## src/pmsp_defines.vh

```
// Constants of the management serial port: frame layout, registers, timing
`ifndef PMSP_DEFINES_VH
`define PMSP_DEFINES_VH

// ==========================================================
// Clock and power-on interval
`define PMSP_CLK_MHZ          20
`define PMSP_POR_TIME_NS      10000
`define PMSP_POR_CYCLES       ((`PMSP_POR_TIME_NS * `PMSP_CLK_MHZ + 999) / 1000)
`define PMSP_POR_CNT_W        8

// ==========================================================
// Frame layout, counted in rising MDC edges
`define PMSP_IDLE_ONES        6'h20
`define PMSP_EDGE_LAST_HDR    8'h0D
`define PMSP_EDGE_TA1         8'h0E
`define PMSP_EDGE_TA2         8'h0F
`define PMSP_EDGE_FIRST_HDR   8'h02
`define PMSP_LAST_BIT         4'hF
`define PMSP_OP_READ          2'h2
`define PMSP_OP_WRITE         2'h1
`define PMSP_BURST_REGAD      5'h1F
`define PMSP_BURST_WORDS_M1   4'hA

// ==========================================================
// Register file: eleven words, indexed 0..10
`define PMSP_NUM_REGS         11
`define PMSP_IDX_CFG2         4'h7
`define PMSP_IDX_MASK         4'h9
`define PMSP_IDX_RSVD         4'hA
`define PMSP_REGAD_RSVD       5'h14
`define PMSP_RST_MASK         16'hFFC0
`define PMSP_RST_RSVD         16'h0000
`define PMSP_RST_OTHER        16'h0000

// ==========================================================
// Field positions
`define PMSP_CFG2_BURST_BIT   0
`define PMSP_MASK_SRC_HI      14
`define PMSP_MASK_SRC_LO      6
`define PMSP_MASK_DPLX_BIT    6
`define PMSP_MASK_FXLVL_HI    5
`define PMSP_MASK_FXLVL_LO    4

`endif

```

## src/pmsp_sync.v

```verilog
// Two-flop synchroniser for a group of pin inputs
`timescale 1ns/1ns
`default_nettype none

module pmsp_sync #(
    parameter WIDTH = 1
) (
    // Clock and reset
    input  wire             clock_i,
    input  wire             nrst_i,
    // Asynchronous inputs and synchronised outputs
    input  wire [WIDTH-1:0] async_i,
    output wire [WIDTH-1:0] sync_o
);

    reg [WIDTH-1:0] meta_q;
    reg [WIDTH-1:0] sync_q;

    genvar g;
    // ==========================================================
    // One two-stage chain per bit; only stage two leaves the module
    generate
        for (g = 0; g < WIDTH; g = g + 1) begin : gen_bit
            always @(posedge clock_i) begin
                if (!nrst_i) begin
                    meta_q[g] <= 1'b1;
                    sync_q[g] <= 1'b1;
                end else begin
                    meta_q[g] <= async_i[g];
                    sync_q[g] <= meta_q[g];
                end
            end
        end
    endgenerate

    assign sync_o = sync_q;

endmodule // pmsp_sync

`default_nettype wire

```

## src/pmsp_regmem.v

```verilog
// Eleven-word register store with registered read data
`timescale 1ns/1ns
`default_nettype none
`include "pmsp_defines.vh"

module pmsp_regmem (
    // Clock and reset
    input  wire        clock_i,
    input  wire        nrst_i,
    // Write port
    input  wire        wr_en_i,
    input  wire [3:0]  wr_idx_i,
    input  wire [15:0] wr_data_i,
    // Read port
    input  wire [3:0]  rd_idx_i,
    output reg  [15:0] rd_data_o,
    // Words that steer the port directly
    output wire [15:0] cfg2_o,
    output wire [15:0] mask_o
);

    wire [16*`PMSP_NUM_REGS-1:0] flat;

    // Reset value of each word
    function [15:0] rst_val;
        input integer idx;
        begin
            if (idx == `PMSP_IDX_MASK)
                rst_val = `PMSP_RST_MASK;
            else if (idx == `PMSP_IDX_RSVD)
                rst_val = `PMSP_RST_RSVD;
            else
                rst_val = `PMSP_RST_OTHER;
        end
    endfunction

    genvar g;
    // ==========================================================
    // Storage words
    generate
        for (g = 0; g < `PMSP_NUM_REGS; g = g + 1) begin : gen_word
            reg [15:0] word_q;
            always @(posedge clock_i) begin
                if (!nrst_i)
                    word_q <= rst_val(g);
                else if (wr_en_i && ({28'h0000000, wr_idx_i} == g))
                    word_q <= wr_data_i;
            end
            assign flat[g*16 +: 16] = word_q;
        end
    endgenerate

    // Registered read; indexes past the end read as zero
    always @(posedge clock_i) begin
        if (!nrst_i)
            rd_data_o <= 16'h0000;
        else if (rd_idx_i < `PMSP_NUM_REGS)
            rd_data_o <= flat[rd_idx_i*16 +: 16];
        else
            rd_data_o <= 16'h0000;
    end

    assign cfg2_o = flat[`PMSP_IDX_CFG2*16 +: 16];
    assign mask_o = flat[`PMSP_IDX_MASK*16 +: 16];

endmodule // pmsp_regmem

`default_nettype wire

```

## src/pmsp_port.v

```verilog
// Management serial port: frame engine, address strap capture, interrupt pin
//
// Functional notes
// - Idle after 32 consecutive ones on data
// - Data pin released while idle
// - Frame begins only on 0 then 1
// - Next 14 edges capture header, pin released
// - Sixteen data bits follow, in or out
// - After 32 edges stop, commit, release pin
// - New start ignored until idle seen again
// - Start, read, write, phy, reg, turnaround, data
// - Phy address mismatch abandons frame, pin released
// - Power-on interval: release pins, latch inverted straps
// - Read turnaround: device drives zero second bit
// - Burst only when configuration enable bit set
// - Burst moves eleven words over 176 edges
// - Burst order 0-5,16-20; stop after 192
// - Fiber level field drives transmit level output
// - Duplex mask bit gates duplex interrupt source
// - Reserved word resets zero, software keeps zero
// - Pending unmasked interrupt drives pin low
`timescale 1ns/1ns
`default_nettype none
`include "pmsp_defines.vh"

module pmsp_port (
    // Clock and reset
    input  wire        clock_i,
    input  wire        nrst_i,
    // Serial link
    input  wire        mdc_i,
    input  wire        mdio_i,
    output reg         mdio_o,
    output reg         mdio_oe_n_o,
    // Shared interrupt pin, also address strap bit 4
    input  wire        irq_pin_i,
    output reg         irq_out_n_o,
    output reg         irq_oe_n_o,
    // Shared LED pins, also address strap bits 3..0
    input  wire [3:0]  led_pin_i,
    output reg  [3:0]  programmable_led_n_o,
    output reg  [3:0]  led_oe_n_o,
    // Core side
    input  wire [3:0]  led_drive_n_i,
    input  wire [8:0]  irq_src_i,
    output reg  [1:0]  fiber_tx_level_o
);

    // ==========================================================
    // Frame states
    localparam ST_HUNT  = 3'h0;
    localparam ST_IDLE  = 3'h1;
    localparam ST_START = 3'h2;
    localparam ST_HDR   = 3'h3;
    localparam ST_DATA  = 3'h4;

    // Register address to store index
    function [3:0] reg_index;
        input [4:0] regad;
        begin
            if (regad < 5'h06)
                reg_index = regad[3:0];
            else
                reg_index = regad[3:0] - 4'hA;
        end
    endfunction

    // Register address names a real word
    function reg_valid;
        input [4:0] regad;
        begin
            reg_valid = (regad < 5'h06) ||
                        ((regad >= 5'h10) && (regad <= `PMSP_REGAD_RSVD));
        end
    endfunction

    // ==========================================================
    // Declarations
    wire [6:0]  pins_sync;
    wire        mdc_s;
    wire        mdio_s;
    wire [4:0]  strap_s;
    reg         mdc_d;
    wire        mdc_rise;

    reg  [2:0]  state;
    reg  [5:0]  ones_cnt;
    reg  [7:0]  fcnt;
    reg  [10:0] hdr;
    wire [11:0] hdr_now;
    wire [1:0]  op_now;
    wire [4:0]  phy_now;
    wire [4:0]  reg_now;
    wire        burst_now;
    wire        hdr_ok;
    reg         is_read;
    reg  [3:0]  bitcnt;
    reg  [3:0]  words_left;
    reg  [3:0]  idx;
    reg  [15:0] shreg;
    wire [15:0] next_sh;

    reg  [`PMSP_POR_CNT_W-1:0] por_cnt;
    reg         por_busy;
    reg  [4:0]  phy_addr;

    reg         wr_en;
    reg  [3:0]  wr_idx;
    reg  [15:0] wr_data;
    reg  [3:0]  rd_idx;
    wire [15:0] rd_data;
    wire [15:0] cfg2;
    wire [15:0] mask;
    wire        burst_access_enable;
    wire        duplex_change_irq_mask;
    wire        irq_pending;

    // ==========================================================
    // Pin synchronisers
    pmsp_sync #(
        .WIDTH (7)
    ) u_sync (
        .clock_i (clock_i),
        .nrst_i  (nrst_i),
        .async_i ({mdc_i, mdio_i, irq_pin_i, led_pin_i}),
        .sync_o  (pins_sync)
    );

    assign mdc_s   = pins_sync[6];
    assign mdio_s  = pins_sync[5];
    assign strap_s = pins_sync[4:0];

    // Rising MDC edge found on the synchronised clock
    always @(posedge clock_i) begin
        if (!nrst_i)
            mdc_d <= 1'b1;
        else
            mdc_d <= mdc_s;
    end

    assign mdc_rise = mdc_s & ~mdc_d;

    // ==========================================================
    // Register store
    pmsp_regmem u_regs (
        .clock_i   (clock_i),
        .nrst_i    (nrst_i),
        .wr_en_i   (wr_en),
        .wr_idx_i  (wr_idx),
        .wr_data_i (wr_data),
        .rd_idx_i  (rd_idx),
        .rd_data_o (rd_data),
        .cfg2_o    (cfg2),
        .mask_o    (mask)
    );

    assign burst_access_enable    = cfg2[`PMSP_CFG2_BURST_BIT];
    assign duplex_change_irq_mask = mask[`PMSP_MASK_DPLX_BIT];

    // ==========================================================
    // Power-on interval and strap capture
    always @(posedge clock_i) begin
        if (!nrst_i) begin
            por_cnt  <= {`PMSP_POR_CNT_W{1'b0}};
            por_busy <= 1'b1;
            phy_addr <= 5'h00;
        end else if (por_busy) begin
            if (por_cnt == `PMSP_POR_CYCLES - 1) begin
                por_busy <= 1'b0;
                phy_addr <= ~strap_s;
            end else begin
                por_cnt <= por_cnt + 1'b1;
            end
        end
    end

    // ==========================================================
    // Header decode on the edge that completes it
    assign hdr_now   = {hdr[10:0], mdio_s};
    assign op_now    = hdr_now[11:10];
    assign phy_now   = hdr_now[9:5];
    assign reg_now   = hdr_now[4:0];
    assign burst_now = burst_access_enable && (reg_now == `PMSP_BURST_REGAD);
    assign hdr_ok    = ((op_now == `PMSP_OP_READ) || (op_now == `PMSP_OP_WRITE))
                       && (phy_now == phy_addr)
                       && (burst_now || reg_valid(reg_now));
    assign next_sh   = {shreg[14:0], mdio_s};

    // ==========================================================
    // Frame engine, advanced on each rising MDC edge
    always @(posedge clock_i) begin
        if (!nrst_i) begin
            state       <= ST_HUNT;
            ones_cnt    <= 6'h00;
            fcnt        <= 8'h00;
            hdr         <= 11'h000;
            is_read     <= 1'b0;
            bitcnt      <= 4'h0;
            words_left  <= 4'h0;
            idx         <= 4'h0;
            shreg       <= 16'h0000;
            rd_idx      <= 4'h0;
            wr_en       <= 1'b0;
            wr_idx      <= 4'h0;
            wr_data     <= 16'h0000;
            mdio_o      <= 1'b1;
            mdio_oe_n_o <= 1'b1;
        end else begin
            wr_en <= 1'b0;
            if (por_busy) begin
                state       <= ST_HUNT;
                ones_cnt    <= 6'h00;
                mdio_oe_n_o <= 1'b1;
            end else if (mdc_rise) begin
                case (state)
                    ST_HUNT: begin
                        mdio_oe_n_o <= 1'b1;
                        if (!mdio_s)
                            ones_cnt <= 6'h00;
                        else if (ones_cnt == `PMSP_IDLE_ONES - 6'h01)
                            state <= ST_IDLE;
                        else
                            ones_cnt <= ones_cnt + 6'h01;
                    end
                    ST_IDLE: begin
                        if (!mdio_s)
                            state <= ST_START;
                    end
                    ST_START: begin
                        ones_cnt <= 6'h00;
                        if (mdio_s) begin
                            state <= ST_HDR;
                            fcnt  <= `PMSP_EDGE_FIRST_HDR;
                        end else begin
                            state <= ST_HUNT;
                        end
                    end
                    ST_HDR: begin
                        fcnt <= fcnt + 8'h01;
                        hdr  <= hdr_now[10:0];
                        if (fcnt == `PMSP_EDGE_LAST_HDR) begin
                            if (!hdr_ok) begin
                                state    <= ST_HUNT;
                                ones_cnt <= 6'h00;
                            end else begin
                                is_read    <= (op_now == `PMSP_OP_READ);
                                idx        <= burst_now ? 4'h0 : reg_index(reg_now);
                                rd_idx     <= burst_now ? 4'h0 : reg_index(reg_now);
                                words_left <= burst_now ? `PMSP_BURST_WORDS_M1 : 4'h0;
                            end
                        end
                        // Second turnaround bit driven low on reads
                        if ((fcnt == `PMSP_EDGE_TA1) && is_read) begin
                            mdio_o      <= 1'b0;
                            mdio_oe_n_o <= 1'b0;
                        end
                        if (fcnt == `PMSP_EDGE_TA2) begin
                            state  <= ST_DATA;
                            bitcnt <= 4'h0;
                            if (is_read) begin
                                shreg  <= rd_data;
                                mdio_o <= rd_data[15];
                                rd_idx <= idx + 4'h1;
                            end
                        end
                    end
                    ST_DATA: begin
                        bitcnt <= bitcnt + 4'h1;
                        if (bitcnt == `PMSP_LAST_BIT) begin
                            if (!is_read) begin
                                wr_en   <= 1'b1;
                                wr_idx  <= idx;
                                wr_data <= next_sh;
                            end
                            if (words_left == 4'h0) begin
                                state       <= ST_HUNT;
                                ones_cnt    <= 6'h00;
                                mdio_oe_n_o <= 1'b1;
                            end else begin
                                words_left <= words_left - 4'h1;
                                idx        <= idx + 4'h1;
                                rd_idx     <= idx + 4'h2;
                                if (is_read) begin
                                    shreg  <= rd_data;
                                    mdio_o <= rd_data[15];
                                end
                            end
                        end else begin
                            shreg  <= next_sh;
                            mdio_o <= shreg[14];
                        end
                    end
                    default: begin
                        state       <= ST_HUNT;
                        ones_cnt    <= 6'h00;
                        mdio_oe_n_o <= 1'b1;
                    end
                endcase
            end
        end
    end

    // ==========================================================
    // Interrupt source gating; duplex source sits at index zero
    assign irq_pending = |(irq_src_i[8:1] & ~mask[`PMSP_MASK_SRC_HI:`PMSP_MASK_SRC_LO+1])
                         | (irq_src_i[0] & ~duplex_change_irq_mask);

    // Shared pins released during power-on, then driven
    always @(posedge clock_i) begin
        if (!nrst_i) begin
            irq_out_n_o          <= 1'b1;
            irq_oe_n_o           <= 1'b1;
            programmable_led_n_o <= 4'hF;
            led_oe_n_o           <= 4'hF;
            fiber_tx_level_o     <= 2'h0;
        end else begin
            irq_oe_n_o           <= por_busy;
            led_oe_n_o           <= {4{por_busy}};
            irq_out_n_o          <= ~irq_pending;
            programmable_led_n_o <= led_drive_n_i;
            fiber_tx_level_o     <= mask[`PMSP_MASK_FXLVL_HI:`PMSP_MASK_FXLVL_LO];
        end
    end

endmodule // pmsp_port

`default_nettype wire

```

## config.mk

```make
export PLATFORM = sky130hd
export DESIGN_NAME = pmsp_port
export DESIGN_NICKNAME = d
export VERILOG_FILES = /design/src/pmsp_sync.v /design/src/pmsp_regmem.v /design/src/pmsp_port.v
export VERILOG_INCLUDE_DIRS = /design/src
export SDC_FILE = /design/constraint.sdc
export NUM_CORES = 1
export LEC_CHECK = 0
export BUFFER_PORTS_ARGS = -buffer_cell sky130_fd_sc_hd__buf_4
export CORE_UTILIZATION = 55
export CTS_CLUSTER_DIAMETER = 50
export CTS_CLUSTER_SIZE = 10
export DETAILED_ROUTE_END_ITERATION = 6
export PLACE_DENSITY = 0.82
export SLEW_MARGIN = 20
export SYNTH_ARGS = -nofsm -noshare
export SYNTH_HDL_FRONTEND = slang
export SYNTH_HIERARCHICAL = 1
export SYNTH_SLANG_ARGS = --single-unit
```

## constraint.sdc

```tcl
create_clock -name clock_i -period 2.2 [get_ports clock_i]
set_input_delay 0 -clock clock_i [delete_from_list [all_inputs] [get_ports clock_i]]
set_output_delay 0 -clock clock_i [all_outputs]
set_load 0.01 [all_outputs]
```

==> metrics.yaml, run 1 <==
setup_path:
  cp-start-kind: "flop"
  rrSetupSlack_ns: 0.09
  required_ns: 2.65
  cp.arrival_ns: 2.56
  cp-end-kind: "flop"
  path_class: "flop to flop"
  cp_max_fo: 15
sta:
  setup-violations-final: 0
  finalCritPeriodShare_pct: 95.89
  rsz0062_at_grt: "no"
  skew_ns: 0.02112
  setup-tns-final_ns: 0
  hold_viol: 0
  hold_slack_ns: 0.2126
  period_minus_slack_ns: 2.110
  fmax_ghz: 0.4740
  max_slew.worst_pin.slew_ns: 0.7916
  slew_headroom_pct: 47.23
  slew_viol_final: 0
power_and_ir_drop:
  power_mw: 11.63
  powerDensity_nw_per_um2: 703.3
  vdd_ir_drop_max_v: 0.0006948
  p_leak_nw: 5.676
floorplanning:
  fp.dieW_um: 166.1
  die-height_um: 166.1
  start_util_pct: 56.48
  core_area_um2: 26210
  ios: 36
  num_rows: 59
  die_area_um2: 27570
final_layout:
  drive_gt1_share_pct: 12.92
  area_growth_syn_to_layout_pct: 11.73
  diodes: 0
  nets: 1706
clock_tree:
  clk_pin_slew_ns: 0.05
  clkLatencyLatePin_ns: 0.52
  cts_sinks: 312
  cts_buffers: 39
  clockBufferDepth: 3
  htreeDepth: 2
  cts_setup_buffers: 0
  cts_tree: "built"
  cts_root_buf: "clkbuf_16"
routing:
  via_per_inst: 6.455
  vias: 13007
  first_pass_iters: 7
  postRouteAntennaNets: 0
  drt_iter0_drc: 1342
  routed_wl_um: 39490
  drc_errors: 4
  post_drt_wl_per_cell_um: 19.60
synthesis:
  yosys-top-cells-count: "312 x dfxtp_1, 217 x o21ai_0, 203 x nand3_1"
  ys_types: 82
  syn-cell-area_um2: 14800
  synthCells: 1690
  synth_edf_count: 0
  ys_seq_area_share_pct: 42.20
  yosys.area.top_type: "dfxtp_1"
  ys_seq_elements: 312
  avgSynthCellArea_um2: 8.758
  synth_area_leaders: "dfxtp_1 42%, o21ai_0 7.3%, nand3_1 6.9%, a21boi_0 4.7%, a21boi_1 3.9%"
  ys.flop_type: "dfxtp_1"
  ys_async_sr_fraction_pct: 0
  synth_top_cell_area_share_pct: 42.20
  syn_nets: 1724
  synth.most_common_cell: "dfxtp_1"
  yosys_warnings: 6
global_routing:
  track_usage_pct: 28.54
  antenna_found_initial: 0
  grt_pass1_vias: 12767
  grt_pass1_wl_um: 64760
  grt_max_degree: 94
  overflow: 0
run_status:
  violations: "design-rule violations"
  status: "complete, but fails checks"
job:
  max-cap-violations: 0
place:
  gp_congestion: 0.9376
  dpl.hpwl_um: 22860
  port_buffers: 35
worst_hold_path:
  hp-class: "input pin to flop"
## what timing repair did
item,4_1_cts,5_1_grt
endpoints found under the setup margin,0,25
endpoints found under the hold margin,44,0
resized for setup,0,5
hold buffers,15,0
## metrics by stage
step                setup WS (ns)  instance area (um^2)  util (%)  cells
global placement           0.2092                 15260     58.22   1951
floorplan                  0.2367                 14800         -   1690
global route             0.005351                 16540     63.11   2015
finish                    0.09047                 16540     63.11   2015
detailed placement         0.1333                 15260     58.22   1951
CTS                        0.1196                 16530     63.07   2015
## area by class of cell
cell class              instances  area, um^2
flip-flops and latches        312        6254
inverters                      39       146.4
fillers                      2044        9668
multi-input cells            1165        7543
repair buffers                115        1055
well taps                     335       419.2
clock buffers                  43        1032
clock inverters                 6       88.84
## layer usage
metal / vias up / global-route usage, % / wire length (um)
met5: - / 0 / 0
met4: 0 / 12.96 / 1426
met3: 118 / 4.266 / 3241
met2: 625 / 48.58 / 18910
met1: 6222 / 35.76 / 15910
li1: 6042 / - / -
## power breakdown
part           internal (mW)  total (mW)  switching, mW
Combinational          0.114       0.235          0.121
Sequential              5.67        5.68         0.0101
Clock                   3.43        5.71           2.28
Total                   9.22        11.6           2.41
## registers in the layout (all words and copies together) (netlist names), 5 cells and up
signal / flops
u_sync/sync_o: 7
phy_addr: 5
u_sync/meta_q: 7
u_regs/mask_o: 16
wr_data: 16
u_regs/rd_data_o: 16
fcnt: 8
ones_cnt: 6
por_cnt: 8
u_regs/gen_word.word_q: 144
u_regs/cfg2_o: 16
shreg: 15
hdr: 11
## worst paths after layout
path                          startpoint                          end  cells past startpoint
min                                mdc_i  u_sync/meta_q[6]$_SDFF_PN1_                      3
min reg2reg  u_sync/meta_q[4]$_SDFF_PN1_  u_sync/sync_o[4]$_SDFF_PN1_                      1
max reg2reg         fcnt[4]$_SDFFE_PN0P_       shreg[11]$_SDFFE_PN0P_                      5
max                 fcnt[4]$_SDFFE_PN0P_       shreg[11]$_SDFFE_PN0P_                      5
## cells in the final DEF (no fill, tap or decap), types with 4 or more instances in the layout
cell,netlist,final
o21ai_1,3,4
a21boi_0,92,92
o22ai_1,6,6
nand2b_1,18,18
dlygate4sd3_1,0,15
o211ai_1,8,8
nand2_1,105,105
o21ai_0,217,216
and2_1,14,14
a31oi_1,16,16
nor3b_1,6,4
mux2_2,18,18
mux2i_1,24,24
mux4_2,9,9
ha_1,12,12
or3_1,7,7
nand2b_2,5,5
buf_4,11,87
nor3_1,10,9
o221a_1,10,10
clkbuf_16,0,40
o221a_2,7,7
nand4_1,13,13
o2111ai_1,6,6
a21oi_1,55,55
mux4_1,7,7
nand3b_1,6,6
nor4_1,5,5
xnor2_1,4,4
nor2_1,47,46
o32ai_1,17,17
buf_12,3,12
a2bb2oi_1,16,16
a211oi_1,18,18
xor2_1,11,11
dfxtp_1,312,308
nor2b_1,34,33
a21boi_1,76,76
inv_1,38,38
nand3_1,203,203
## cells by family after synthesis
kind of cell | after synthesis | synth area share [%]
AOI/OAI and AO/OA | 575 | 25.56
xor gates and xnor gates | 15 | 0.8875
adders and majority gates | 12 | 1.014
buffers and inverters | 213 | 7.109
DFF | 312 | 42.20
muxes | 58 | 5.604
and+or+nand+nor | 505 | 17.62
## critical path: stages (launching register included)
cell and delay [ns]:
dfxtp_1 0.35, or4_1 0.57, o21ai_2 0.32, o211ai_4 0.17
a21oi_4 0.38, o221a_1 0.26
Note: power is estimated with default switching activity, not from simulation.
==> inputs of run 2 (changes only) <==
- CORE_MARGIN: default -> 10
- RECOVER_POWER: default -> 50
==> run 2 against run 1 <==
Highest routed layer unchanged. First-iteration DRC count up 14%. The flow now finishes without violations. Clock-buffer cell count down 2. Maximum frequency rose by 1.2%. Clock skew decreased by 0.0068 ns.
==> metrics.yaml, run 2 (synthesis gave the netlist of run 1 again) <==
clock_tree:
  clockBufferDepth: 3  # unchanged
  clkLatencyLatePin_ns: 0.51  # about the same
  htreeDepth: 2  # unchanged
  cts_buffers: 37  # -5.1%
  clk_pin_slew_ns: 0.05  # about the same
  cts_sinks: 312  # unchanged
  cts_tree: "built"
  cts_root_buf: "clkbuf_16"
sta:
  fmax_ghz: 0.4798  # +1.2%
  rsz0062_at_grt: "no"
  period_minus_slack_ns: 2.084  # -0.02521 ns
  max_slew.worst_pin.slew_ns: 1.019  # +0.2274 ns
  hold_viol: 0  # unchanged
  slew_headroom_pct: 31.82  # -15 points
  slew_viol_final: 0  # unchanged
  setup-tns-final_ns: 0  # unchanged
  setup-violations-final: 0  # unchanged
  finalCritPeriodShare_pct: 94.74  # -1.1 points
  skew_ns: 0.01432  # -0.006799 ns
floorplanning:
  start_util_pct: 56.32  # -0.16 points
  die-height_um: 184.1  # +11%
  die_area_um2: 33870  # +23%
  core_area_um2: 26280  # +0.28%
  ios: 36  # unchanged
  fp.dieW_um: 184.1  # +11%
  num_rows: 59  # unchanged
power_and_ir_drop:
  powerDensity_nw_per_um2: 686.2  # -2.4%
  vdd_ir_drop_max_v: 0.0005512  # -21%
  p_leak_nw: 5.513  # -2.9%
worst_hold_path:
  hold_path_depth: 3  # unchanged
  hold_start: "mdio_i"
  whs_endpoint: "u_sync/meta_q[5]$_SDFF_PN1_"
  hp-class: "input pin to flop"
routing:
  via_per_inst: 6.459  # about the same
  vias: 12950  # -0.44%
  drc_errors: 0  # -4
  drt_iter0_drc: 1531  # +14%
  first_pass_iters: 5  # -2
  postRouteAntennaNets: 0  # unchanged
  routed_wl_um: 39270  # -0.57%
  post_drt_wl_per_cell_um: 19.58  # about the same
setup_path:
  path_class: "flop to flop"
  rr_worst_depth: 5  # unchanged
  r2r_start: "fcnt[4]$_SDFFE_PN0P_"
  rrSetupSlack_ns: 0.12  # +0.03 ns
  cp_max_fo: 15  # unchanged
  cp.arrival_ns: 2.53  # -0.03 ns
  required_ns: 2.65  # about the same
  cp-start-kind: "flop"
  cp-end-kind: "flop"
  reg2reg_to: "shreg[0]$_SDFFE_PN0P_"
global_routing:
  overflow: 0  # unchanged
  grt_pass1_wl_um: 64260  # -0.78%
  antenna_found_initial: 0  # unchanged
  grt_max_degree: 194  # +110%
  track_usage_pct: 22.74  # -5.8 points
  grt_pass1_vias: 12556  # -1.7%
final_layout:
  drive_gt1_share_pct: 11.08  # -1.8 points
  layoutNonFillerInstCount: 2005  # -0.50%
  nets: 1700  # -0.35%
  largest_reg_flops: 144  # unchanged
  most-common-layout-cells: "310 x dfxtp_1, 217 x o21ai_0, 203 x nand3_1"
  area_growth_syn_to_layout_pct: 10.09
  top_register: "u_regs/gen_word.word_q"
  final_common_cell: "dfxtp_1"
  diodes: 0  # unchanged
run_status:
  status: "complete, no violations"
place:
  gp_congestion: 0.8985  # -4.2%
  dpl.hpwl_um: 22770  # -0.38%
  port_buffers: 35  # unchanged
  place_inst: 1946  # -0.26%
job:
  max-cap-violations: 0  # unchanged
## run 2: cell types whose count changed in the layout (fill, tap and decap cells not counted), sizes merged
cell         previous run  this run
dlygate4sd3            15        14
clkinvlp                2         1
buf                   100        74
clkbuf                 43        64
bufinv                  1         0
clkinv                  3         1
## run 2: cell type report
class | count | area (um^2)
clock buffers | 41 | 972.2
clock inverters | 2 | 23.77
fillers | 2145 | 9985
inverters | 39 | 146.4
multi-input cells | 1165 | 7536
flip-flops and latches | 312 | 6251
well taps | 335 | 419.2
repair buffers | 111 | 947.2
## run 2: worst max path at each step
stage	startpoint	end	slack, ns	cells past startpoint
finish	fcnt[4]$_SDFFE_PN0P_	shreg[0]$_SDFFE_PN0P_	0.12	5
detailed placement	state[2]$_SDFFE_PP0P_	words_left[2]$_SDFFE_PN0P_	0.1	5
floorplan	state[0]$_SDFFE_PP0P_	words_left[2]$_SDFFE_PN0P_	0.24	8
global placement	state[2]$_SDFFE_PP0P_	words_left[2]$_SDFFE_PN0P_	0.19	5
CTS	state[2]$_SDFFE_PP0P_	words_left[2]$_SDFFE_PN0P_	0.04	5
global route	fcnt[4]$_SDFFE_PN0P_	shreg[14]$_SDFFE_PN0P_	0.002	5
## run 2: power breakdown
part	switching, mW	total [mW]	internal [mW]
sequential	0.00950	5.68	5.67
clock	2.18	5.27	3.09
combinational	0.120	0.227	0.106
## run 2: timing repair
action	CTS	global route
setup buffers	0	2
endpoints found under the hold margin	12	0
gates resized for setup	0	1
hold buffers	14	0
setup endpoints to repair	0	21
## run 2: critical path, stage by stage, from the launching register on
cell	delay [ns]
dfxtp_1	0.35
or4_1	0.56
o21ai_2	0.31
o211ai_4	0.17
a21oi_4	0.38
o221a_2	0.25
## run 2: routing by layer
metal | GRT usage (%) | share of wire, % | wire (um)
met1 | 28.87 | 41 | 16260
met3 | 3.320 | 7.3 | 2859
met4 | 9.407 | 3.3 | 1286
met2 | 37.90 | 48 | 18860
met5 | 0 | 0 | 0
## run 2: per-stage QoR
| step | area, um^2 | hold slack (ns) | util (%) | total power, mW | setup slack [ns] |
|---|---|---|---|---|---|
| floorplan | 14800 | 0.07304 | - | 5.941 | 0.2367 |
| global placement | 15240 | 0.1807 | 58.01 | 6.012 | 0.1938 |
| detailed placement | 15240 | 0.1884 | 58.01 | 6.015 | 0.09791 |
| CTS | 16380 | 0.009532 | 62.33 | 11.24 | 0.03971 |
| global route | 16300 | 0.2363 | 62.01 | 11.50 | 0.001603 |
| finish | 16300 | 0.2201 | 62.01 | 11.18 | 0.1157 |
